`src/hdl/kei_consts.vh`:
```
`ifndef KEI_CONSTS_VH
`define KEI_CONSTS_VH

// Register addresses
`define KEI_ADDR_KEYS_48_TO_55_STATE 8'hE1
`define KEI_ADDR_KEYS_56_TO_63_STATE 8'hE2
`define KEI_ADDR_IRQ_STATUS 8'hE3
`define KEI_ADDR_IRQ_MASK 8'hE4
`define KEI_ADDR_EDGE_SELECT 8'hE8
`define KEI_ADDR_HANDLER_CONTROL 8'hE9

// Event bit positions in status and mask
`define KEI_EV_KEY_PRESSED 0
`define KEI_EV_LONG_KEY 1
`define KEI_EV_TIMEOUT 2
`define KEI_EV_MISSED_KEY 3
`define KEI_EV_COUNT 4

// Edge select: falling enable at 2*event, rising at 2*event+1
`define KEI_EDGE_FALL_OFS 0
`define KEI_EDGE_RISE_OFS 1

// Handler control fields
`define KEI_CTRL_RSVD0_BIT 0
`define KEI_CTRL_PENDING_DISABLE_BIT 1
`define KEI_CTRL_CLEAR_ON_READ_BIT 2

// Reset values
`define KEI_RST_KEYS 8'h00
`define KEI_RST_STATUS 4'h0
`define KEI_RST_MASK 4'hF
`define KEI_RST_EDGE 8'h55
`define KEI_RST_CTRL 3'h1
`define KEI_RST_RDATA 8'h00
`define KEI_RDATA_UNMAPPED 8'h00

`endif

```
`src/hdl/kei_handler.v`:
```
// How it works
// - Two read-only key-state registers show a one for every key currently pressed, zero at reset.
// - The register at E1 holds keys 48 to 55 in bits 0 to 7.
// - The register at E2 holds keys 56 to 63 in bits 0 to 7, key 63 on top.
// - Status holds key-pressed, long-key, timeout and missed-key in bits 0 to 3, upper bits zero.
// - Any unmasked status bit at one (missed-key only in test mode) requests service and pulls the active-low interrupt line.
// - Writing ones into status never sets a bit; only hardware events do.
// - In clear-on-read mode writing zero to a status bit leaves it unchanged.
// - The missed-key status bit sets and requests only while test mode is on.
// - A mask bit at one blocks its event from the interrupt; all four reset to one.
// - Per event, edge select 01 catches falling, 10 rising, 11 both, 00 nothing.
// - Edge select bits 7..0 pair rise/fall for missed, timeout, long, key-pressed; falls reset to one.
// - Missed-key edge enables act only in test mode.
// - Pending-disable at one drops events arriving while the interrupt is pending; at zero they are kept.
// - Clear-on-read at one clears status on a read of the status register; at zero bits are cleared by writes.
// - Status and mask update on the register interface clock.
// - Missed-key detection works only while its test enable input is high.
`timescale 1ns/1ps
`include "kei_consts.vh"
`default_nettype none

module kei_handler (
   input wire clk_sys_i, // Register interface clock, 100 MHz
   input wire rst_i, // Asynchronous reset, active high
   input wire [7:0] reg_addr_i, // Register address
   input wire reg_wr_i, // Write strobe, one cycle
   input wire reg_rd_i, // Read strobe, one cycle
   input wire [7:0] reg_wdata_i, // Write data
   output reg [7:0] reg_rdata_o, // Read data, valid the cycle after reg_rd_i
   input wire [15:0] key_state_i, // Keys 48..63 from the scan domain
   input wire key_pressed_event_i, // Scan-domain event level
   input wire long_key_event_i, // Scan-domain event level
   input wire timeout_event_i, // Scan-domain event level
   input wire missed_key_event_i, // Scan-domain event level
   input wire missed_key_test_en_i, // Test mode with miss detection enabled
   output reg keypad_irq_out_low_n_o // Interrupt to host, active low
);

   // Edge hit for one event from its level history and two enables
   function edge_hit;
      input cur;
      input prev;
      input rise_en;
      input fall_en;
      begin
         edge_hit = (rise_en & cur & ~prev) | (fall_en & ~cur & prev);
      end
   endfunction

   // Debounced update: take the new level only once stages two and three agree
   function [19:0] agree;
      input [19:0] s2;
      input [19:0] s3;
      input [19:0] held;
      begin
         agree = (s2 & s3) | (held & (s2 | s3));
      end
   endfunction

   reg [19:0] sync1_q;
   reg [19:0] sync2_q;
   reg [19:0] sync3_q;
   reg [19:0] held_q;
   wire [19:0] held_d;
   reg [3:0] ev_prev_q;
   reg [3:0] status_q;
   reg [3:0] status_d;
   reg [3:0] mask_q;
   reg [7:0] edge_q;
   reg [2:0] ctrl_q;
   reg [3:0] hit;
   reg [3:0] clr;
   reg [3:0] gate;
   reg [7:0] rdata_d;
   wire [3:0] ev_now;
   wire irq_active;
   wire clear_on_read_select;
   wire pending_event_disable;
   wire sel_status;

   assign held_d = agree(sync2_q, sync3_q, held_q);
   assign ev_now = held_q[19:16];
   assign clear_on_read_select = ctrl_q[`KEI_CTRL_CLEAR_ON_READ_BIT];
   assign pending_event_disable = ctrl_q[`KEI_CTRL_PENDING_DISABLE_BIT];
   assign sel_status = (reg_addr_i == `KEI_ADDR_IRQ_STATUS);
   wire key_pressed_status;
   wire long_key_status;
   wire timeout_status;
   wire missed_key_status;
   wire key_pressed_mask;
   wire long_key_mask;
   wire timeout_mask;
   wire missed_key_mask;
   wire wr_mask;
   wire wr_edge;
   wire wr_ctrl;

   assign key_pressed_status = status_q[`KEI_EV_KEY_PRESSED];
   assign long_key_status = status_q[`KEI_EV_LONG_KEY];
   assign timeout_status = status_q[`KEI_EV_TIMEOUT];
   assign missed_key_status = status_q[`KEI_EV_MISSED_KEY];
   assign key_pressed_mask = mask_q[`KEI_EV_KEY_PRESSED];
   assign long_key_mask = mask_q[`KEI_EV_LONG_KEY];
   assign timeout_mask = mask_q[`KEI_EV_TIMEOUT];
   assign missed_key_mask = mask_q[`KEI_EV_MISSED_KEY];

   // Writes to the key-state and unmapped addresses fall through unused
   assign wr_mask = reg_wr_i && (reg_addr_i == `KEI_ADDR_IRQ_MASK);
   assign wr_edge = reg_wr_i && (reg_addr_i == `KEI_ADDR_EDGE_SELECT);
   assign wr_ctrl = reg_wr_i && (reg_addr_i == `KEI_ADDR_HANDLER_CONTROL);

   // Missed-key only counts toward the line in test mode
   assign irq_active = (key_pressed_status & ~key_pressed_mask)
                       | (long_key_status & ~long_key_mask)
                       | (timeout_status & ~timeout_mask)
                       | (missed_key_status & ~missed_key_mask & gate[`KEI_EV_MISSED_KEY]);

   // Scan-domain inputs cross on three flops
   always @(posedge clk_sys_i or posedge rst_i) begin
      if (rst_i) begin
         sync1_q <= 20'h00000;
         sync2_q <= 20'h00000;
         sync3_q <= 20'h00000;
      end else begin
         sync1_q <= {missed_key_event_i, timeout_event_i, long_key_event_i,
                     key_pressed_event_i, key_state_i};
         sync2_q <= sync1_q;
         sync3_q <= sync2_q;
      end
   end

   // Committed levels; a one-cycle glitch never reaches them
   always @(posedge clk_sys_i or posedge rst_i) begin
      if (rst_i) begin
         held_q <= 20'h00000;
      end else begin
         held_q <= held_d;
      end
   end

   // Resets to the idle low level, so no false edge follows reset
   always @(posedge clk_sys_i or posedge rst_i) begin
      if (rst_i) begin
         ev_prev_q <= 4'h0;
      end else begin
         ev_prev_q <= ev_now;
      end
   end

   wire key_pressed_rise_en;
   wire key_pressed_fall_en;
   wire long_key_rise_en;
   wire long_key_fall_en;
   wire timeout_rise_en;
   wire timeout_fall_en;
   wire missed_key_rise_en;
   wire missed_key_fall_en;
   wire key_pressed_hit;
   wire long_key_hit;
   wire timeout_hit;
   wire missed_key_hit;

   // Falling enable at bit 2*event, rising one above it
   assign key_pressed_rise_en = edge_q[2 * `KEI_EV_KEY_PRESSED + `KEI_EDGE_RISE_OFS];
   assign key_pressed_fall_en = edge_q[2 * `KEI_EV_KEY_PRESSED + `KEI_EDGE_FALL_OFS];
   assign long_key_rise_en = edge_q[2 * `KEI_EV_LONG_KEY + `KEI_EDGE_RISE_OFS];
   assign long_key_fall_en = edge_q[2 * `KEI_EV_LONG_KEY + `KEI_EDGE_FALL_OFS];
   assign timeout_rise_en = edge_q[2 * `KEI_EV_TIMEOUT + `KEI_EDGE_RISE_OFS];
   assign timeout_fall_en = edge_q[2 * `KEI_EV_TIMEOUT + `KEI_EDGE_FALL_OFS];
   assign missed_key_rise_en = edge_q[2 * `KEI_EV_MISSED_KEY + `KEI_EDGE_RISE_OFS];
   assign missed_key_fall_en = edge_q[2 * `KEI_EV_MISSED_KEY + `KEI_EDGE_FALL_OFS];

   // Each event sees its own edge pair on the committed level
   assign key_pressed_hit = edge_hit(ev_now[`KEI_EV_KEY_PRESSED],
                                     ev_prev_q[`KEI_EV_KEY_PRESSED],
                                     key_pressed_rise_en, key_pressed_fall_en);
   assign long_key_hit = edge_hit(ev_now[`KEI_EV_LONG_KEY],
                                  ev_prev_q[`KEI_EV_LONG_KEY],
                                  long_key_rise_en, long_key_fall_en);
   assign timeout_hit = edge_hit(ev_now[`KEI_EV_TIMEOUT],
                                 ev_prev_q[`KEI_EV_TIMEOUT],
                                 timeout_rise_en, timeout_fall_en);
   assign missed_key_hit = edge_hit(ev_now[`KEI_EV_MISSED_KEY],
                                    ev_prev_q[`KEI_EV_MISSED_KEY],
                                    missed_key_rise_en, missed_key_fall_en);

   always @* begin
      gate = 4'hF;
      gate[`KEI_EV_MISSED_KEY] = missed_key_test_en_i;
   end

   always @* begin
      hit = 4'h0;
      hit[`KEI_EV_KEY_PRESSED] = key_pressed_hit;
      hit[`KEI_EV_LONG_KEY] = long_key_hit;
      hit[`KEI_EV_TIMEOUT] = timeout_hit;
      hit[`KEI_EV_MISSED_KEY] = missed_key_hit;
      hit = hit & gate;
      // Latency window: with pending_event_disable set, while an unmasked status bit is set (irq_active), new events are dropped
      if (pending_event_disable && irq_active) begin
         hit = 4'h0;
      end
   end

   // Status writes are ignored altogether in clear-on-read mode
   always @* begin
      clr = 4'h0;
      if (clear_on_read_select) begin
         if (reg_rd_i && sel_status) begin
            clr = 4'hF;
         end
      end else if (reg_wr_i && sel_status) begin
         clr = reg_wdata_i[3:0];
      end
   end

   // Set wins over clear; writes only ever clear
   always @* begin
      status_d = (status_q & ~clr) | hit;
   end

   always @* begin
      case (reg_addr_i)
         `KEI_ADDR_KEYS_48_TO_55_STATE: rdata_d = held_q[7:0];
         `KEI_ADDR_KEYS_56_TO_63_STATE: rdata_d = held_q[15:8];
         `KEI_ADDR_IRQ_STATUS: begin
            rdata_d = {4'h0, missed_key_status, timeout_status, long_key_status,
                       key_pressed_status};
         end
         `KEI_ADDR_IRQ_MASK: rdata_d = {4'h0, mask_q};
         `KEI_ADDR_EDGE_SELECT: rdata_d = edge_q;
         `KEI_ADDR_HANDLER_CONTROL: rdata_d = {5'h00, ctrl_q};
         default: rdata_d = `KEI_RDATA_UNMAPPED;
      endcase
   end

   // Status, mask and controls all live on the interface clock
   always @(posedge clk_sys_i or posedge rst_i) begin
      if (rst_i) begin
         status_q <= `KEI_RST_STATUS;
      end else begin
         status_q <= status_d;
      end
   end

   always @(posedge clk_sys_i or posedge rst_i) begin
      if (rst_i) begin
         mask_q <= `KEI_RST_MASK;
      end else if (wr_mask) begin
         mask_q <= reg_wdata_i[3:0];
      end
   end

   always @(posedge clk_sys_i or posedge rst_i) begin
      if (rst_i) begin
         edge_q <= `KEI_RST_EDGE;
      end else if (wr_edge) begin
         edge_q <= reg_wdata_i;
      end
   end

   // Reserved bit 0 is stored as written; bits 7..3 are dropped
   always @(posedge clk_sys_i or posedge rst_i) begin
      if (rst_i) begin
         ctrl_q <= `KEI_RST_CTRL;
      end else if (wr_ctrl) begin
         ctrl_q <= reg_wdata_i[2:0];
      end
   end

   // Read data holds until the next read strobe
   always @(posedge clk_sys_i or posedge rst_i) begin
      if (rst_i) begin
         reg_rdata_o <= `KEI_RST_RDATA;
      end else if (reg_rd_i) begin
         reg_rdata_o <= rdata_d;
      end
   end

   // Registered so the line never glitches while status settles
   always @(posedge clk_sys_i or posedge rst_i) begin
      if (rst_i) begin
         keypad_irq_out_low_n_o <= 1'b1;
      end else begin
         keypad_irq_out_low_n_o <= ~irq_active;
      end
   end

endmodule

`default_nettype wire

```
`config.mk`:
```
export PLATFORM = sky130hd
export DESIGN_NAME = kei_handler
export DESIGN_NICKNAME = d
export VERILOG_FILES = /design/src/hdl/kei_handler.v
export VERILOG_INCLUDE_DIRS = /design/src /design/src/hdl
export SDC_FILE = /design/constraint.sdc
export NUM_CORES = 1
export LEC_CHECK = 0
export ABC_AREA = 0
export BUFFER_PORTS_ARGS = -buffer_cell sky130_fd_sc_hd__clkbuf_2
export CELL_PAD_IN_SITES_DETAIL_PLACEMENT = 0
export CELL_PAD_IN_SITES_GLOBAL_PLACEMENT = 2
export CORE_ASPECT_RATIO = 0.9
export CORE_UTILIZATION = 40
export DETAILED_ROUTE_END_ITERATION = 10
export HOLD_SLACK_MARGIN = 0.15
export PLACE_DENSITY = 0.89
export SETUP_SLACK_MARGIN = 0.05
export SLEW_MARGIN = 20
export SYNTH_ARGS = -nofsm -noshare
export SYNTH_HDL_FRONTEND = slang
export SYNTH_SLANG_ARGS = --single-unit
```
`constraint.sdc`:
```
create_clock -name clk_sys_i -period 4 [get_ports clk_sys_i]
set_input_delay 0.4 -clock clk_sys_i [delete_from_list [all_inputs] [get_ports clk_sys_i]]
set_output_delay 0.4 -clock clk_sys_i [all_outputs]
set_load 0.02 [all_outputs]
```
==> results_dict.tcl <==
set metrics [dict create \
    setup_violations 0 \
    dp_cells 417 \
    hp-class "in2reg" \
    clk_latency_ns 0.37 \
    crit_path_start_kind "register" \
    detail-route-antenna-nets 0 \
    dr.first_iter.drc_count 107 \
    ir_worst_vdd_uv 248 \
    synth.most_common_cell "dfrtp_1" \
    fillCellCount 801 \
    nNetsFinal 368 \
    synth_flop_cell "dfrtp_1" \
    power_density_nw_per_um2 475 \
    gp_congestion 0.791 \
    die_y_um 95.8 \
    fin_crit_sh_pct 37.7 \
    r2r-start "mask_q[1]" \
    synth_largest_area_cell "dfrtp_1" \
    grt_max_degree 42 \
    drv_cap 0 \
    cts-root-buf "clkbuf_8" \
    grt_pass1_wl_mm 11.7 \
    track_usage_pct 15.7 \
    multi_input_area_um2 1020 \
    grt_overflow 0 \
    status "finished, final reports clean" \
    cts_buffers 9 \
    yosys.area_share.adder_pct 5.12 \
    port-buffer-count 49 \
    netlist.area_leader.share_pct 65.3 \
    syn-num-nets 293 \
    crit_path_top_delay_cell "dfstp_2" \
    relSlewSlack_pct 48.8 \
    p_leak_nw 2.11 \
    drt_first_pass_iters 4 \
    muxShareOfSynthArea_pct 5.73 \
    register_area_um2 2820 \
    fin_util_pct 51.1 \
    synth_top_family_by_area "simple AND/OR/NAND/NOR gates" \
    stdcell_count 454 \
    avgSynthCellArea_um2 15.5 \
    crit_type "reg2reg" \
    cp-end-kind "register" \
    synth-xor-area-share_pct 0 \
    synth_common_cells "102 x dfrtp_1, 20 x maj3_1, 13 x nand2_1" \
    synth_area_leaders "dfrtp_1 65%, dfstp_2 6.7%, maj3_1 5.1%" \
    yosys.area_share.simple_pct 7.84 \
    hold_violations 0 \
    cp_cell_sequence "nand2b_1 > o221ai_1 > o21ai_0 > a32o_1" \
    synth-compound-area-share_pct 7.36 \
    finalPower_mw 2.25 \
    rows 33 \
    grt_pass1_vias 2246 \
    antenna_found_initial 0 \
    ys_types 42 \
    crit_arrival_ns 1.82 \
    drcViolationCount 0 \
    crit_path_start "mask_q[1]" \
    dieArea_um2 10200 \
    worst_pin_slew_ns 0.763 \
    cpPeakStageDelay_ns 0.57 \
    n_antenna_cell 0 \
    io_pins 50 \
    netlist_area_um2 3910 \
    area_growth_pct 21.4 \
    h-tree-depth 3 \
    wl_per_cell_um 15.5 \
    cts_sinks 112 \
    dp_hpwl_mm 5.00 \
    synthArstFlopShare_pct 100 \
    cts_tree "built" \
    ys_seq_elements 112 \
    ys_seq_area_share_pct 72.0 \
    rsz0062_at_grt "no" \
    finClkSkew_ns 0.00949 \
    ys_warn_count 0 \
    clk_pin_slew_ns 0.10 \
    synth_edf_count 0 \
    cts.path.max_buffers 2 \
    initial_utilization_pct 42.1 \
    drive_gt1_share_pct 30.4 \
    cp.required_ns 4.31 \
    layout_min_cycle_time_ns 1.51 \
    min_from "reg_wdata_i[5]" \
    routed-via-count 2222 \
    slew_violations 0 \
    via_per_inst 4.89 \
    cp_max_fo 4 \
    fmax_ghz 0.663 \
    dieWidth_um 106 \
    routed_wl_mm 7.02 \
    coreArea_um2 9290 \
    syn_inst 252 \
    fin_tns_setup_ns 0 \
]
power breakdown:
part / internal [mW] / total (mW) / switching (mW) / leakage [nW]
clock: 0.425 / 0.793 / 0.368 / 0.124
combinational: 0.0909 / 0.177 / 0.0858 / 0.659
sequential: 1.23 / 1.28 / 0.0588 / 1.32
final cells by class:
class | instances | share of cell area, %
Sequential cell | 112 | 59.3
Inverter | 9 | 0.791
Tap cell | 122 | 3.22
Clock inverter | 6 | 2.61
Timing Repair Buffer | 72 | 9.91
Multi-Input combinational cell | 123 | 21.5
Clock buffer | 10 | 2.69
stage by stage:
| step | instance area, µm² | setup WS [ns] | hold slack [ns] |
|---|---|---|---|
| floorplan | 3910 | 0.658 | 0.331 |
| global placement | 4280 | 2.14 | 0.332 |
| detailed placement | 4280 | 2.12 | 0.335 |
| CTS | 4750 | 2.51 | 0.238 |
| global route | 4750 | 2.40 | 0.243 |
| finish | 4750 | 2.49 | 0.252 |
cell families (layout without fill, tap and decap cells):
logic type / count (synthesis) / after routing
mux: 19 / 19
fa+ha+maj: 20 / 20
simple gates: 46 / 46
flops: 112 / 112
compound gates: 38 / 38
buf+inv: 17 / 97
layer usage:
layer	GRT usage (%)	part of all wire, %	vias up	wire length, µm
li1	-	-	1048	-
met1	21.1	48	1112	3340
met2	24.1	47	52	3300
met3	4.60	3.8	10	270
met4	6.60	1.6	0	113
met5	0	0	-	0
cells in the final DEF (no fill, tap or decap), types with 5 or more instances in the layout:
master / count
dfrtp_1: 102
o21ai_0: 5
nor2_1: 7
dlygate4sd3_1: 21
maj3_1: 20
inv_1: 7
nand2_1: 13
clkbuf_8: 9
a22oi_1: 7
o22ai_1: 5
clkbuf_2: 49
a22o_1: 7
dfstp_2: 10
nand3b_1: 6
mux2_2: 11
critical path, delay by kind of cell, from the launching register on:
| kind | cells | cell delay [ns] |
|---|---|---|
| flip-flops | 1 | 0.57 |
| AND/OR/NAND/NOR | 1 | 0.10 |
| AO/OA/AOI/OAI | 3 | 0.78 |
worst paths after layout:
kind,depth (start not counted),slack [ns],to
min in group asynchronous,3,0.58,sync1_q[5]
min reg2reg,0,0.36,sync2_q[17]
max in group asynchronous,4,2.57,keypad_irq_out_low_n_o
max reg2reg,4,2.49,status_q[3]
min,2,0.25,edge_q[5]
max,4,2.49,status_q[3]
registers in the layout (all words and copies together) (netlist names):
register and count:
held_q 20, sync1_q 20, sync2_q 20, sync3_q 20, edge_q 8, reg_rdata_o 8
ev_prev_q 4, mask_q 4, status_q 4, ctrl_q 3, keypad_irq_out_low_n_o 1
timing repair:
action,4_1_cts,5_1_grt
hold buffers,21,0
gates resized for setup,0,0
buffers inserted,0,0
endpoints found under the hold margin,58,0
Note: power is estimated with default switching activity, not from simulation.
